## src/hw/sps_defs.svh

```systemverilog
`ifndef SPS_DEFS_SVH
`define SPS_DEFS_SVH
// Register indices; byte address is four times the index
`define SPS_IDX_CTRL   10'h0C3
`define SPS_IDX_STAT   10'h0C4
`define SPS_IDX_DATA   10'h0C5
// Status bit positions
`define SPS_B_TC       7
`define SPS_B_WRITE_COLLISION_FLAG     6
`define SPS_B_SLAVE_SELECT_ERROR_FLAG    5
`define SPS_B_MODE_FAULT_FLAG     4
// Reset values
`define SPS_CTRL_RST   8'h14
// Edges in one byte exchange, minus one
`define SPS_LAST_EDGE  4'hF
// Highest usable rate code; code 7 behaves as code 6
`define SPS_RATE_MAX   3'h6
`endif

```

## src/hw/sps_pkg.sv

```systemverilog
`default_nettype none
package sps_pkg;
  typedef struct packed {
    logic       rate2;
    logic       en;
    logic       slave_select_disable_bit;
    logic       master_select_bit;
    logic       clock_polarity_bit;
    logic       clock_phase_bit;
    logic [1:0] rate10;
  } sps_ctrl_t;
  typedef struct packed {
    logic tc;
    logic write_collision_flag;
    logic slave_select_error_flag;
    logic mode_fault_flag;
  } sps_stat_t;
  typedef struct packed {
    logic sck;
    logic mosi;
    logic miso;
    logic ss_n;
  } sps_pin_t;
  typedef enum logic [1:0] {
    SPS_IDLE = 2'b01,
    SPS_RUN  = 2'b10
  } sps_state_t;
endpackage
`default_nettype wire

```

## src/hw/sps_core.sv

```systemverilog
// Functional notes
// RL1 - Set transfer-complete flag when byte exchange ends
// RL2 - Transfer-complete held clear during exchange, sequence clears
// RL3 - Collision sets write-collision flag; sequence clears it
// RL4 - Slave select lost mid-byte sets slave error
// RL5 - Slave error cleared only by disabling peripheral
// RL6 - Slave select level wrong for role sets fault
// RL7 - Mode fault clears when level fits or sequence; code clears it only when fault is low
// RL8 - Status bits three to zero reserved, never write
// RL9 - Status flags read zero after reset
// RL10 - Data write loads shift register directly
// RL11 - Data read returns receive buffer, not shifter
// RL12 - Registers freely accessible when no exchange runs
// RL13 - Software keeps rate field steady during exchange
// RL14 - Software keeps polarity, phase, role steady meanwhile
// RL15 - Clearing enable aborts exchange at once
// RL16 - Data write during exchange corrupts, flagged overflow; code sets the write-collision flag instead
// RL17 - Fault cleared by status read then control write; code makes the flag follow fault every cycle, so the sequence has no effect
// RL18 - Collision cleared by status then data access
// RL19 - Transfer-complete raises interrupt request
// RL20 - Mode fault raises request only when select enabled
// RL21 - Transfer-complete cleared by status read then data access
`include "sps_defs.svh"
`default_nettype none
module sps_core
  import sps_pkg::*;
#(
  parameter int AW = 12
)(
  // APB slave
  input  wire logic          pclk,
  input  wire logic          presetn,
  input  wire logic          psel,
  input  wire logic          penable,
  input  wire logic          pwrite,
  input  wire logic [AW-1:0] paddr,
  input  wire logic [31:0]   pwdata,
  output logic [31:0]        prdata,
  output logic               pready,
  output logic               pslverr,
  // Serial pins
  input  wire sps_pin_t      pin_in,
  output logic               sck_out,
  output logic               sck_oe,
  output logic               mosi_out,
  output logic               mosi_oe,
  output logic               miso_out,
  output logic               miso_oe,
  // Interrupt request
  output logic               spi_irq
);
  sps_pin_t   sync1_ff, sync2_ff;
  sps_ctrl_t  ctrl_ff, nxt_ctrl;
  sps_stat_t  stat_ff, nxt_stat;
  sps_state_t st_ff, nxt_st;
  logic [7:0] shreg_ff, nxt_shreg, rx_ff, nxt_rx;
  logic [3:0] cnt_ff, nxt_cnt;
  logic [6:0] div_ff, nxt_div, div_lim;
  logic [2:0] rate;
  logic       sck_ff, nxt_sck, sckd_ff, nxt_sckd, out_ff, nxt_out;
  logic       tc_arm_ff, nxt_tc_arm, wc_arm_ff, nxt_wc_arm;
  logic       mf_arm_ff, nxt_mf_arm;
  logic [31:0] prdata_ff, nxt_prdata;
  logic       pready_ff, nxt_pready, pslverr_ff, nxt_pslverr;
  logic       irq_ff, nxt_irq, sck_oe_ff, miso_oe_ff, nxt_miso_oe;
  logic       acc, wr, rd, hit_c, hit_s, hit_d, ev, lead, done;
  logic       bsy, sel, fault, din;

  assign hit_c = paddr[AW-1:2] == `SPS_IDX_CTRL;
  assign hit_s = paddr[AW-1:2] == `SPS_IDX_STAT;
  assign hit_d = paddr[AW-1:2] == `SPS_IDX_DATA;
  assign acc   = psel & penable & pready_ff;
  assign wr    = acc & pwrite;
  assign rd    = acc & ~pwrite;
  assign rate  = {ctrl_ff.rate2, ctrl_ff.rate10};
  assign bsy   = (st_ff == SPS_RUN) & (ctrl_ff.master_select_bit | (cnt_ff != 4'h0));
  // Slave select ignored in slave mode only when phase is one
  assign sel   = ~ctrl_ff.master_select_bit & (~sync2_ff.ss_n
                 | (ctrl_ff.slave_select_disable_bit & ctrl_ff.clock_phase_bit));
  assign fault = ctrl_ff.en & ctrl_ff.master_select_bit & ~ctrl_ff.slave_select_disable_bit
                 & ~sync2_ff.ss_n; // RL6
  assign din   = ctrl_ff.master_select_bit ? sync2_ff.miso : sync2_ff.mosi;
  assign div_lim = (7'h01 << ((rate > `SPS_RATE_MAX) ? `SPS_RATE_MAX
                   : rate)) - 7'h01;

  // Pins cross from the outside world
  always_ff @(posedge pclk or negedge presetn)
  begin
    if (!presetn)
    begin
      sync1_ff <= 4'h1;
      sync2_ff <= 4'h1;
    end
    else
    begin
      sync1_ff <= pin_in;
      sync2_ff <= sync1_ff;
    end
  end

  always_comb
  begin
    nxt_ctrl    = ctrl_ff;
    nxt_stat    = stat_ff;
    nxt_st      = st_ff;
    nxt_shreg   = shreg_ff;
    nxt_rx      = rx_ff;
    nxt_cnt     = cnt_ff;
    nxt_div     = div_ff;
    nxt_sck     = sck_ff;
    nxt_sckd    = sync2_ff.sck;
    nxt_out     = out_ff;
    nxt_tc_arm  = tc_arm_ff;
    nxt_wc_arm  = wc_arm_ff;
    nxt_mf_arm  = mf_arm_ff;
    nxt_prdata  = prdata_ff;
    nxt_pready  = 1'b0;
    nxt_pslverr = 1'b0;
    ev          = 1'b0;
    lead        = 1'b0;
    done        = 1'b0;
    // Read data captured in setup so prdata leaves a flop
    if (psel && !penable)
    begin
      nxt_pready  = 1'b1;
      nxt_pslverr = ~(hit_c | hit_s | hit_d);
      nxt_prdata  = '0; // RL8
      if (hit_c)
        nxt_prdata[7:0] = ctrl_ff;
      else if (hit_s)
        nxt_prdata[7:4] = stat_ff;
      else if (hit_d)
        nxt_prdata[7:0] = rx_ff; // RL11
    end
    // Clock edges: own divider as master, sampled pin as slave
    if (st_ff == SPS_RUN && ctrl_ff.master_select_bit)
    begin
      if (div_ff == div_lim)
      begin
        nxt_div = '0;
        nxt_sck = ~sck_ff;
        ev      = 1'b1;
        lead    = sck_ff == ctrl_ff.clock_polarity_bit;
      end
      else
        nxt_div = div_ff + 7'h01;
    end
    else if (st_ff == SPS_RUN)
    begin
      ev   = sync2_ff.sck != sckd_ff;
      lead = sync2_ff.sck != ctrl_ff.clock_polarity_bit;
    end
    if (ev)
    begin
      if (lead ^ ctrl_ff.clock_phase_bit)
        nxt_shreg = {shreg_ff[6:0], din};
      else
        nxt_out = shreg_ff[7];
      nxt_cnt = cnt_ff + 4'h1;
      if (cnt_ff == `SPS_LAST_EDGE)
      begin
        done   = 1'b1;
        nxt_rx = nxt_shreg;
        nxt_st = SPS_IDLE;
      end
    end
    if (st_ff == SPS_IDLE)
    begin
      nxt_sck = ctrl_ff.clock_polarity_bit;
      nxt_out = shreg_ff[7];
      nxt_cnt = '0;
      if (ctrl_ff.en && sel)
        nxt_st = SPS_RUN;
    end
    // Slave deselected: a partial byte is an error
    if (st_ff == SPS_RUN && !ctrl_ff.master_select_bit && !sel)
    begin
      nxt_st  = SPS_IDLE;
      nxt_cnt = '0;
    end
    if (fault && ctrl_ff.master_select_bit)
      nxt_st = SPS_IDLE;
    // Clearing sequences, then hardware sets win
    if (rd && hit_s)
    begin
      nxt_tc_arm = prdata_ff[`SPS_B_TC];
      nxt_mf_arm = prdata_ff[`SPS_B_MODE_FAULT_FLAG];
    end
    if (acc && hit_s)
      nxt_wc_arm = 1'b1;
    if (acc && hit_d)
    begin
      if (tc_arm_ff)
        nxt_stat.tc = 1'b0; // RL21
      if (wc_arm_ff)
        nxt_stat.write_collision_flag = 1'b0; // RL18
      nxt_tc_arm = 1'b0;
      nxt_wc_arm = 1'b0;
    end
    if (wr && hit_c)
    begin
      nxt_ctrl = pwdata[7:0];
      if (mf_arm_ff)
        nxt_stat.mode_fault_flag = 1'b0; // RL17
      nxt_mf_arm = 1'b0;
      if (!pwdata[6])
        nxt_stat.slave_select_error_flag = 1'b0; // RL5
    end
    // Set after the disable clear so the set wins
    if (st_ff == SPS_RUN && !ctrl_ff.master_select_bit && !sel && cnt_ff != 4'h0)
      nxt_stat.slave_select_error_flag = 1'b1; // RL4
    if (wr && hit_d)
    begin
      nxt_shreg = pwdata[7:0]; // RL10
      if (bsy)
        nxt_stat.write_collision_flag = 1'b1; // RL3 RL16
      else if (ctrl_ff.en && ctrl_ff.master_select_bit && !fault)
      begin
        nxt_st  = SPS_RUN; // RL12
        nxt_cnt = '0;
        nxt_div = '0;
        nxt_out = pwdata[7];
        nxt_stat.tc = 1'b0; // RL2
      end
    end
    if ((bsy || ev) && !done)
      nxt_stat.tc = 1'b0; // RL2
    if (done)
      nxt_stat.tc = 1'b1; // RL1
    if (fault)
      nxt_stat.mode_fault_flag = 1'b1; // RL6
    else
      nxt_stat.mode_fault_flag = 1'b0; // RL7
    // Disable abandons the byte immediately
    if (!ctrl_ff.en)
    begin
      nxt_st  = SPS_IDLE; // RL15
      nxt_cnt = '0;
    end
    nxt_irq     = stat_ff.tc | (stat_ff.mode_fault_flag & ~ctrl_ff.slave_select_disable_bit); // RL19 RL20
    nxt_miso_oe = ctrl_ff.en & sel;
  end

  always_ff @(posedge pclk or negedge presetn)
  begin
    if (!presetn)
    begin
      ctrl_ff    <= `SPS_CTRL_RST;
      stat_ff    <= '0; // RL9
      st_ff      <= SPS_IDLE;
      shreg_ff   <= '0;
      rx_ff      <= '0;
      cnt_ff     <= '0;
      div_ff     <= '0;
      sck_ff     <= 1'b0;
      sckd_ff    <= 1'b0;
      out_ff     <= 1'b0;
      tc_arm_ff  <= 1'b0;
      wc_arm_ff  <= 1'b0;
      mf_arm_ff  <= 1'b0;
      prdata_ff  <= '0;
      pready_ff  <= 1'b0;
      pslverr_ff <= 1'b0;
      irq_ff     <= 1'b0;
      sck_oe_ff  <= 1'b0;
      miso_oe_ff <= 1'b0;
    end
    else
    begin
      ctrl_ff    <= nxt_ctrl;
      stat_ff    <= nxt_stat;
      st_ff      <= nxt_st;
      shreg_ff   <= nxt_shreg;
      rx_ff      <= nxt_rx;
      cnt_ff     <= nxt_cnt;
      div_ff     <= nxt_div;
      sck_ff     <= nxt_sck;
      sckd_ff    <= nxt_sckd;
      out_ff     <= nxt_out;
      tc_arm_ff  <= nxt_tc_arm;
      wc_arm_ff  <= nxt_wc_arm;
      mf_arm_ff  <= nxt_mf_arm;
      prdata_ff  <= nxt_prdata;
      pready_ff  <= nxt_pready;
      pslverr_ff <= nxt_pslverr;
      irq_ff     <= nxt_irq;
      sck_oe_ff  <= ctrl_ff.en & ctrl_ff.master_select_bit;
      miso_oe_ff <= nxt_miso_oe;
    end
  end

  assign prdata   = prdata_ff;
  assign pready   = pready_ff;
  assign pslverr  = pslverr_ff;
  assign sck_out  = sck_ff;
  assign sck_oe   = sck_oe_ff;
  assign mosi_out = out_ff;
  assign mosi_oe  = sck_oe_ff;
  assign miso_out = out_ff;
  assign miso_oe  = miso_oe_ff;
  assign spi_irq  = irq_ff;
endmodule // sps_core
`default_nettype wire

```

## config.mk

```make
export PLATFORM = sky130hd
export DESIGN_NAME = sps_core
export DESIGN_NICKNAME = d
export VERILOG_FILES = /design/src/hw/sps_pkg.sv /design/src/hw/sps_core.sv
export VERILOG_INCLUDE_DIRS = /design/src /design/src/hw
export SDC_FILE = /design/constraint.sdc
export NUM_CORES = 1
export LEC_CHECK = 0
export ABC_AREA = 1
export BUFFER_PORTS_ARGS = -buffer_cell sky130_fd_sc_hd__buf_4
export CAP_MARGIN = 10
export CORE_AREA = 2 2 98 100
export CTS_CLUSTER_DIAMETER = 40
export DETAILED_ROUTE_END_ITERATION = 10
export DIE_AREA = 0 0 100 102
export SLEW_MARGIN = 20
export SYNTH_ARGS = -nofsm -noshare
export SYNTH_HDL_FRONTEND = slang
export SYNTH_SLANG_ARGS = --single-unit
```

## constraint.sdc

```tcl
create_clock -name pclk -period 2.2 [get_ports pclk]
set_clock_uncertainty 0.2 [all_clocks]
set_input_delay 0.11 -clock pclk [delete_from_list [all_inputs] [get_ports pclk]]
set_output_delay 0.11 -clock pclk [all_outputs]
set_load 0.05 [all_outputs]
```

==> impl_metrics.py, run 1 <==
metrics = {
    "yosys": {
        "syn-instance-count": 416,
        "yosys.area.top_type": "dfrtp_1",
        "yosysWarnings": 0,
        "synthMostInstantiatedCell": "nand2_1",
        "synth_edf_count": 0,
        "synth_top_flop_cell": "dfrtp_1",
        "ys_types": 45,
        "synth_common_cells": "77 x nand2_1, 62 x dfrtp_1, 57 x inv_1",
        "netlist_area_mm2": 0.00356,
        "synthTopCellsByArea": "dfrtp_1 44%, nand2_1 8.1%, inv_1 6.0%, buf_4 5.5%, dfstp_2 3.7%",
        "async_flop_share_pct": 100,
        "synth_seq_cells": 67,
        "synth_top_area_share_pct": 43.6,
        "avgSynthCellArea_um2": 8.56,
        "ys_seq_area_share_pct": 47.3,
    },
    "timing": {
        "grt_setup_unrepaired": "true",
        "report.final.hold_viol_count": 0,
        "max_freq_mhz": 474,
        "slew_headroom_pct": 43.6,
        "tns_ns": 0,
        "whs_ns": 0.00478,
        "post-route-period-util_pct": 95.9,
        "slew_viol_final": 0,
        "setup_viol": 0,
        "tightest_slew_ns": 0.847,
        "period_minus_slack_ns": 2.11,
    },
    "route": {
        "dr.pass1.iters": 4,
        "wl_per_cell_um": 13.3,
        "met2_length_um": 3890,
        "vias": 2891,
        "drc": 0,
        "top_layer_used": "met4",
        "met1_length_um": 3620,
        "dr_wl_met3_um": 431,
        "routed_wl_um": 8080,
        "routed_via_density": 4.77,
        "drt_iter0_markers": 155,
        "ant_nets": 0,
    },
    "cts": {
        "cts_sinks": 67,
        "numCtsBuffers": 9,
        "cts_buffer_depth": 2,
        "htree_levels": 3,
        "cts-root-buf": "clkbuf_8",
        "clkLatencyLatePin_ns": 0.34,
        "clkTransAtPathRegs_ns": 0.08,
        "cts_tree": "done",
    },
    "worst_setup_path": {
        "critPathMaxStageDelay_ns": 0.59,
        "r2r_start": "ctrl_ff[4]$_DFFE_PN1P_",
        "r2r_slack_ns": 0.09,
        "r2r_cells": 11,
        "worst_setup_path_end_kind": "flop",
        "path_max_fanout": 8,
        "start_kind": "flop",
        "crit_chain": "inv_1 > nor2_4 > inv_2 > o21bai_4 > nand2_1 > nand2_2 > and2_4 > nand2_2 > o21ai_2 > nand2_1 > nand3_1",
        "critPathSlowestCell": "dfstp_2",
        "worst_ep_arrival_time_ns": 2.14,
        "timing.rr.end": "shreg_ff[7]$_DFFE_PN0P_",
        "critPathKind": "flop to flop",
        "cp.required_ns": 2.23,
    },
    "cells_and_area": {
        "final_nets": 546,
        "antenna_cells": 0,
        "final_layout_size_suffix_gt1_share_pct": 25.5,
        "regArea_mm2": 0.00169,
        "syn_to_final_growth_pct": 22.4,
        "final_util_pct": 47.9,
        "multi_input_area_mm2": 0.00152,
        "n_fill_cell": 869,
    },
    "outcome": {
        "status": "completed",
    },
    "min_path": {
        "hold_path_end": "pslverr$_DFF_PN0_",
        "hold-path-cell-count": 5,
        "min-delay-start": "paddr[10]",
        "hold_class": "input pin to flop",
    },
    "global_routing": {
        "grt_pass1_vias": 2772,
        "grt_pass1_wl_um": 13000,
        "grt.overflow.total": 0,
        "track_usage_pct": 16.6,
        "grt_max_degree": 68,
        "antenna_found_initial": 0,
    },
    "floorplanning": {
        "io_pins": 94,
        "core_mm2": 0.00911,
        "die_width_um": 100,
        "start_util_pct": 39.1,
        "die_h_um": 102,
        "die-area_mm2": 0.0102,
        "fp-row-count": 35,
    },
    "placed_design": {
        "hpwl_um": 5720,
        "gp_congestion": 0.880,
        "port-buffer-count": 43,
    },
    "pwr": {
        "cellPowerDensity_mw_per_mm2": 862,
        "power.leakage_nw": 2.15,
        "peakVddDrop_mv": 0.312,
    },
    "flow_run": {
        "max_cap_violations": 0,
    },
}
==> cell usage in the layout (no fill, tap or decap), drive strengths merged, types with 2 or more instances in the layout <==
cell	synthesis	routed
nor3	8	8
o21ai	36	36
clkbuf	2	11
nor2	37	37
clkinvlp	0	3
dlygate4sd3	0	16
nand2	85	85
nand4	5	5
buf	32	56
nand3	26	26
dfstp	5	5
ha	3	3
xor2	9	9
o21bai	8	8
a41oi	3	3
o22ai	7	7
and2	1	2
a31oi	4	4
clkinv	0	3
inv	61	60
dfrtp	62	62
a21oi	13	13
conb	1	24
==> worst max-delay path by stage <==
stage / slack [ns] / endpoint / startpoint / cells past startpoint
CTS: 0.04 / shreg_ff[7]$_DFFE_PN0P_ / ctrl_ff[0]$_DFFE_PN0P_ / 14
detailed placement: 0.004 / shreg_ff[3]$_DFFE_PN0P_ / ctrl_ff[1]$_DFFE_PN0P_ / 12
finish: 0.09 / shreg_ff[7]$_DFFE_PN0P_ / ctrl_ff[4]$_DFFE_PN1P_ / 11
global route: -0.03 / rx_ff[2]$_DFFE_PN0P_ / ctrl_ff[1]$_DFFE_PN0P_ / 14
global placement: 0.05 / shreg_ff[3]$_DFFE_PN0P_ / ctrl_ff[1]$_DFFE_PN0P_ / 12
floorplan: 0.08 / shreg_ff[0]$_DFFE_PN0P_ / ctrl_ff[4]$_DFFE_PN1P_ / 12
==> per-layer routing <==
metal	global-route usage [%]	vias up
li1	-	1434
met1	21.4	1367
met2	27.1	79
met3	4.45	11
met4	5.90	0
met5	0	-
==> flip-flops by register name, summed over array words and instances, names as in the netlist <==
name,cells
ctrl_ff,8
prdata,8
rx_ff,8
shreg_ff,8
div_ff,7
cnt_ff,4
stat_ff,4
sync1_ff,4
sync2_ff,3
st_ff,2
miso_oe,1
miso_out,1
mosi_oe,1
nxt_sckd,1
pready,1
pslverr,1
sck_out,1
sckd_ff,1
spi_irq,1
tc_arm_ff,1
wc_arm_ff,1
==> worst max-delay path, delay by kind of cell, from the launching register on <==
| kind | cells | cell delay (ns) |
|---|---|---|
| AOI/OAI and AO/OA | 2 | 0.25 |
| and+or+nand+nor | 7 | 0.78 |
| buffers and inverters | 2 | 0.17 |
| DFF | 1 | 0.59 |
==> metrics by stage <==
stage | power [mW] | instance area [um2] | worst slack [ns] | cells
2_1_floorplan | 2.44 | 3650 | 0.0782 | 439
3_3_place_gp | 2.67 | 3930 | 0.0480 | 570
3_5_place_dp | 2.69 | 3930 | 0.00439 | 570
4_1_cts | 3.74 | 4290 | 0.0408 | 602
5_1_grt | 3.98 | 4360 | -0.0277 | 606
6_report | 3.76 | 4360 | 0.0896 | 606
==> cells by family after synthesis <==
group	share of synthesized area (%)
XOR/XNOR	2.46
AO/OA/AOI/OAI	13.6
flip-flops	47.3
adder cells (fa/ha/maj)	1.05
buffers and inverters	13.7
AND/OR/NAND/NOR	21.8
other	0.105
==> area by class of cell <==
cell class | instances | area share [%]
clock inverters | 5 | 1.21
multi-input cells | 278 | 34.8
inverters | 61 | 5.40
well taps | 111 | 3.19
repair inverters | 1 | 0.172
repair buffers | 72 | 13.3
flip-flops and latches | 67 | 38.7
clock buffers | 11 | 3.24
==> repair_timing <==
item | CTS | global route
hold buffers | 16 | 0
endpoints found under the hold margin | 87 | 0
setup buffers | 0 | 2
setup endpoints to repair | 11 | 22
resized for setup | 2 | 16
pin swaps | 0 | 1
cloned | 0 | 2
==> where the power goes <==
| group | internal, mW | switching (mW) | total, mW |
|---|---|---|---|
| Combinational | 0.416 | 0.814 | 1.23 |
| Sequential | 1.39 | 0.110 | 1.50 |
| Clock | 0.549 | 0.474 | 1.02 |
| Total | 2.36 | 1.40 | 3.76 |
No activity file was read; power rests on OpenSTA's default activity.
==> run 2, diff against run 1 <==
- BUFFER_PORTS_ARGS: -buffer_cell sky130_fd_sc_hd__buf_4 -> default
- CORE_AREA: 2 2 98 100 -> 2 2 116 118
- DIE_AREA: 0 0 100 102 -> 0 0 118 120
- DONT_BUFFER_PORTS: default -> 1
==> run 2 against run 1 <==
- setup slack worse by 0.058 ns
- sequential share of layout area down 0.80 points
- final cell count up 6.3%
- critical path type unchanged
- count of clock-buffer cells in the layout grew 1
- die area rose by 39%
- utilization decreased by 14 points
- sequential power increased by 7%
- design area is 2.1% higher
==> impl_metrics.py, run 2 (synthesis results as in run 1) <==
metrics = {
    "floorplanning": {
        "die_width_um": 118,
        "start_util_pct": 27.4,
        "core_mm2": 0.0130,
        "io_pins": 94,
        "die_h_um": 120,
        "die-area_mm2": 0.0142,
        "fp-row-count": 42,
    },
    "route": {
        "drc": 0,
        "routed_wl_um": 8580,
        "dr.pass1.iters": 4,
        "wl_per_cell_um": 13.3,
        "ant_nets": 0,
        "vias": 2888,
        "drt_iter0_markers": 182,
        "routed_via_density": 4.48,
    },
    "timing": {
        "report.final.hold_viol_count": 0,
        "tns_ns": 0,
        "post-route-period-util_pct": 98.6,
        "max_freq_mhz": 461,
        "slew_viol_final": 0,
        "tightest_slew_ns": 0.548,
        "slew_headroom_pct": 63.5,
        "worst_slack_ns": 0.0317,
        "period_minus_slack_ns": 2.17,
        "whs_ns": 0.00568,
        "grt_setup_unrepaired": "true",
        "setup_viol": 0,
    },
    "cells_and_area": {
        "syn_to_final_growth_pct": 25.0,
        "antenna_cells": 0,
        "final_common_cell": "nand2_1",
        "final_util_pct": 34.3,
        "final_area_mm2": 0.00445,
        "final_cell_count_no_fill": 644,
        "layout.cells.most_common_list": "72 x nand2_1, 59 x dfrtp_1, 54 x inv_1",
        "final_layout_size_suffix_gt1_share_pct": 19.0,
        "final_nets": 519,
    },
    "cts": {
        "cts_buffer_depth": 2,
        "cts_tree": "done",
        "cts_sinks": 67,
        "clkTransAtPathRegs_ns": 0.05,
        "htree_levels": 3,
        "numCtsBuffers": 9,
        "clkLatencyLatePin_ns": 0.33,
        "cts-root-buf": "clkbuf_16",
    },
    "worst_setup_path": {
        "crit_chain": "nand2_1 > nand3_1 > a21oi_2 > nand2_2 > o21bai_4 > nand3_4 > and2_4 > buf_4 > o21ai_4 > o21bai_1",
        "r2r_slack_ns": 0.03,
        "worst_setup_path_end_kind": "flop",
        "r2r_start": "ctrl_ff[1]$_DFFE_PN0P_",
        "cp.required_ns": 2.21,
        "start_kind": "flop",
        "r2r_cells": 10,
        "critPathSlowestCell": "dfrtp_2",
        "critPathKind": "flop to flop",
        "critPathMaxStageDelay_ns": 0.47,
        "path_max_fanout": 8,
        "timing.rr.end": "shreg_ff[5]$_DFFE_PN0P_",
        "worst_ep_arrival_time_ns": 2.18,
    },
    "pwr": {
        "p_clk_share_pct": 34.3,
        "power.total_mw": 4.25,
        "comb_power_share_pct": 28.2,
        "peakVddDrop_mv": 0.482,
        "cellPowerDensity_mw_per_mm2": 956,
        "sw_frac_of_total_pct": 35.3,
        "seqPwrFrac_pct": 37.5,
        "power.leakage_nw": 2.11,
        "internal_power_mw": 2.75,
        "p_sw_mw": 1.50,
    },
    "outcome": {
        "status": "completed",
    },
    "global_routing": {
        "grt_pass1_vias": 2746,
        "grt_max_degree": 68,
        "use_met3_pct": 2.80,
        "grt_pass1_wl_um": 13600,
        "top_usage_layer": "met2",
        "grt_use_met1_pct": 15.8,
        "track_usage_pct": 12.2,
        "grtUsageMet2_pct": 19.2,
        "antenna_found_initial": 0,
        "grt.overflow.total": 0,
    },
    "placed_design": {
        "gp_congestion": 0.805,
        "dpl_cell_area_mm2": 0.00371,
        "dp_cells": 594,
        "place_ws_ns": -0.00347,
        "port-buffer-count": 0,
        "hpwl_um": 5850,
    },
    "min_path": {
        "hold-path-cell-count": 4,
        "min-delay-start": "penable",
        "hold_class": "input pin to flop",
        "hold_path_end": "wc_arm_ff$_DFFE_PN0P_",
    },
    "flow_run": {
        "max_cap_violations": 0,
    },
}
## run 2: cell types whose count changed in the layout (fill, tap and decap cells not counted), moves of 3 or more
cell	before	now
clkbuf_8	10	2
clkbuf_16	0	9
nand2_2	14	9
buf_4	56	19
o21ai_2	8	4
nand2_4	1	4
o21ai_4	0	4
dlygate4sd3_1	16	23
## run 2: layout make-up
class / count / area [um2]
clock inverters: 4 / 48.8
fillers: 1349 / 8530
inverters: 61 / 243
repair buffers: 45 / 424
well taps: 176 / 220
clock buffers: 12 / 256
flip-flops and latches: 67 / 1690
repair inverters: 1 / 7.51
multi-input cells: 278 / 1570
## run 2: per-layer routing
layer	up-vias	part of all wire [%]
met4	0	2.5
met5	-	0
met2	89	48
met3	16	4.8
met1	1381	44
li1	1402	-
## run 2: worst max-delay path by stage
stage                      startpoint                       to
2_1_floorplan  ctrl_ff[4]$_DFFE_PN1P_  shreg_ff[0]$_DFFE_PN0P_
3_3_place_gp   ctrl_ff[1]$_DFFE_PN0P_  shreg_ff[3]$_DFFE_PN0P_
3_5_place_dp   ctrl_ff[1]$_DFFE_PN0P_     rx_ff[2]$_DFFE_PN0P_
4_1_cts        ctrl_ff[7]$_DFFE_PN0P_     rx_ff[7]$_DFFE_PN0P_
5_1_grt        ctrl_ff[1]$_DFFE_PN0P_  shreg_ff[5]$_DFFE_PN0P_
6_report       ctrl_ff[1]$_DFFE_PN0P_  shreg_ff[5]$_DFFE_PN0P_
## run 2: worst max-delay path, delay by kind of cell (launching register included)
| kind | cells | cell delay (ns) |
|---|---|---|
| AND/OR/NAND/NOR | 5 | 0.64 |
| flip-flops | 1 | 0.47 |
| buffers and inverters | 1 | 0.14 |
| AO/OA/AOI/OAI | 4 | 0.59 |
## run 2: power groups by stage
| stage | clock (mW) | combinational [mW] | sequential [mW] |
|---|---|---|---|
| 6_report | 1.46 | 1.20 | 1.60 |
| 5_1_grt | 1.54 | 1.31 | 1.62 |
| 4_1_cts | 1.48 | 1.06 | 1.59 |
| 3_5_place_dp | 0 | 0.979 | 1.61 |
| 3_3_place_gp | 0 | 0.961 | 1.60 |
| 2_1_floorplan | 0 | 0.791 | 1.65 |
## run 2: what timing repair did
action,in CTS,in global routing
pin swaps,0,5
hold buffers,25,0
buffers inserted,0,7
endpoints found under the setup margin,6,25
hold endpoints to repair,102,0
gates cloned,0,2
gates resized for setup,1,29
==> run 3, diff against run 2 <==
- CORE_AREA: 2 2 116 118 -> 2 2 114 116
- DIE_AREA: 0 0 118 120 -> 0 0 116 118
- PLACE_DENSITY_LB_ADDON: default -> 0.08
==> run 3 against run 2 <==
- total power fell by 2.7%
- setup slack improved by 0.032 ns
- maximum frequency rose by 1.5%
- critical path depth did not move
- register-to-register slack improved by 0.03 ns
- clock power fell by 8%
- sequential power barely moved
- design area rose by 0.20%
- combinational power barely moved
- die area fell by 3.3%
- non-clock buffer count rose by 4
- critical endpoint is now shreg_ff[4]$_DFFE_PN0P_
- largest power group unchanged
==> impl_metrics.py, run 3 (synthesis results as in run 1) <==
metrics = {
    "worst_setup_path": {
        "crit_buf_inv": 3,
        "critPathSlowestCell": "dfstp_2",
        "critPathKind": "flop to flop",
        "cp_top_family": "flip-flops",
        "crit_chain": "inv_1 > nor2_4 > inv_2 > o21bai_4 > nand2_2 > nand2_4 > and2_4 > buf_4 > o21ai_4 > o21bai_1",
        "r2r_cells": 10,
        "endpoint": "shreg_ff[4]$_DFFE_PN0P_",
        "r2r_slack_ns": 0.06,
        "r2r_start": "ctrl_ff[4]$_DFFE_PN1P_",
        "start_kind": "flop",
        "path_max_fanout": 8,
        "worst_setup_path_end_kind": "flop",
        "worst_ep_arrival_time_ns": 2.16,
        "cp.required_ns": 2.22,
        "critPathMaxStageDelay_ns": 0.59,
        "timing.rr.end": "shreg_ff[4]$_DFFE_PN0P_",
        "cp-startpoint": "ctrl_ff[4]$_DFFE_PN1P_",
        "cp.depth": 10,
    },
    "timing": {
        "report.final.hold_viol_count": 0,
        "setup_viol": 0,
        "slew_headroom_pct": 58.9,
        "grt_setup_unrepaired": "true",
        "post-route-period-util_pct": 97.1,
        "tns_ns": 0,
        "slew_viol_final": 0,
        "tightest_slew_ns": 0.614,
        "max_freq_mhz": 468,
        "period_minus_slack_ns": 2.14,
        "whs_ns": 0.0318,
    },
    "global_routing": {
        "grt_use_met1_pct": 19.1,
        "top_usage_layer": "met2",
        "grtUsageMet2_pct": 21.4,
        "antenna_found_initial": 0,
        "use_met3_pct": 4.63,
        "grt_pass1_vias": 2743,
        "grt_max_degree": 68,
        "grt_pass1_wl_um": 14600,
        "track_usage_pct": 14.2,
        "grt.overflow.total": 0,
    },
    "cells_and_area": {
        "final_area_mm2": 0.00446,
        "antenna_cells": 0,
        "layout.cells.most_common_list": "73 x nand2_1, 59 x dfrtp_1, 55 x inv_1",
        "final_layout_size_suffix_gt1_share_pct": 21.0,
        "syn_to_final_growth_pct": 25.3,
        "final_nets": 523,
        "final_common_cell": "nand2_1",
        "n_fill_cell": 1321,
        "final_util_pct": 35.9,
    },
    "pwr": {
        "power.total_mw": 4.14,
        "cellPowerDensity_mw_per_mm2": 928,
        "p_clk_share_pct": 32.4,
        "sw_frac_of_total_pct": 36.1,
        "internal_power_mw": 2.64,
        "seqPwrFrac_pct": 38.1,
        "p_sw_mw": 1.49,
        "power.leakage_nw": 2.12,
        "peakVddDrop_mv": 0.501,
        "comb_power_share_pct": 29.5,
    },
    "route": {
        "dr.pass1.iters": 4,
        "wl_per_cell_um": 14.3,
        "vias": 2768,
        "routed_wl_um": 9200,
        "drt_iter0_markers": 82,
        "drc": 0,
        "routed_via_density": 4.30,
        "ant_nets": 0,
    },
    "cts": {
        "cts-root-buf": "clkbuf_16",
        "cts_tree": "done",
        "clkLatencyLatePin_ns": 0.33,
        "htree_levels": 3,
        "cts_sinks": 67,
        "numCtsBuffers": 9,
        "clkTransAtPathRegs_ns": 0.06,
        "cts_buffer_depth": 2,
    },
    "min_path": {
        "hold_class": "input pin to flop",
        "hold-path-cell-count": 3,
        "min-delay-start": "pwrite",
    },
    "floorplanning": {
        "die_width_um": 116,
        "die_h_um": 118,
        "io_pins": 94,
        "fp-row-count": 41,
        "core_mm2": 0.0124,
        "start_util_pct": 28.7,
        "die-area_mm2": 0.0137,
    },
    "placed_design": {
        "gp_congestion": 0.728,
        "dpl_cell_area_mm2": 0.00378,
        "port-buffer-count": 0,
        "hpwl_um": 6350,
    },
    "outcome": {
        "status": "completed",
    },
    "flow_run": {
        "max_cap_violations": 0,
    },
}
## run 3: power groups by stage
stage / combinational, mW / sequential, mW / clock [mW]
2_1_floorplan: 0.791 / 1.65 / 0
3_3_place_gp: 1.02 / 1.59 / 0
3_5_place_dp: 1.03 / 1.59 / 0
4_1_cts: 1.09 / 1.57 / 1.40
5_1_grt: 1.34 / 1.60 / 1.45
6_report: 1.22 / 1.58 / 1.34
## run 3: final cells by class
| class | count | area (um2) | share of cell area (%) |
|---|---|---|---|
| Clock buffer | 14 | 264 | 5.92 |
| Clock inverter | 2 | 10.0 | 0.224 |
| Inverter | 61 | 240 | 5.39 |
| Multi-Input combinational cell | 278 | 1570 | 35.3 |
| Sequential cell | 67 | 1690 | 37.8 |
| Tap cell | 172 | 215 | 4.82 |
| Timing Repair Buffer | 49 | 464 | 10.4 |
| Timing Repair inverter | 1 | 7.51 | 0.168 |
## run 3: layer usage
layer / wire length (um) / part of all wire, % / vias up
met2: 4210 / 46 / 60
met1: 4490 / 49 / 1291
met5: 0 / 0 / -
li1: - / - / 1408
met4: 109 / 1.2 / 0
met3: 390 / 4.2 / 9
## run 3: tightest hold or removal path: cells and delay by family
family | cells | cell delay, ns
compound gates | 2 | 0.24
simple gates | 1 | 0.17
## run 3: repair_timing
item / 4_1_cts / 5_1_grt
hold buffers: 22 / 0
gates resized for setup: 2 / 32
pin swaps: 0 / 8
buffers inserted: 0 / 5
setup endpoints to repair: 12 / 25
cloned: 0 / 2
endpoints found under the hold margin: 102 / 0
## run 3: per-stage QoR
stage                     setup WS, ns  cells
after global routing            -0.112    644
final                           0.0634    644
after CTS                      0.00370    637
after floorplan                 0.0782    439
after global placement       -0.000283    599
after detailed placement       -0.0412    599
## run 3: worst min path at each step
stage / slack, ns / endpoint
floorplan: -0.39 / cnt_ff[0]$_DFF_PN0_
detailed placement: -0.38 / shreg_ff[3]$_DFFE_PN0P_
global route: 0.04 / shreg_ff[5]$_DFFE_PN0P_
global placement: -0.38 / shreg_ff[2]$_DFFE_PN0P_
CTS: 0.009 / shreg_ff[4]$_DFFE_PN0P_
finish: 0.03 / shreg_ff[4]$_DFFE_PN0P_
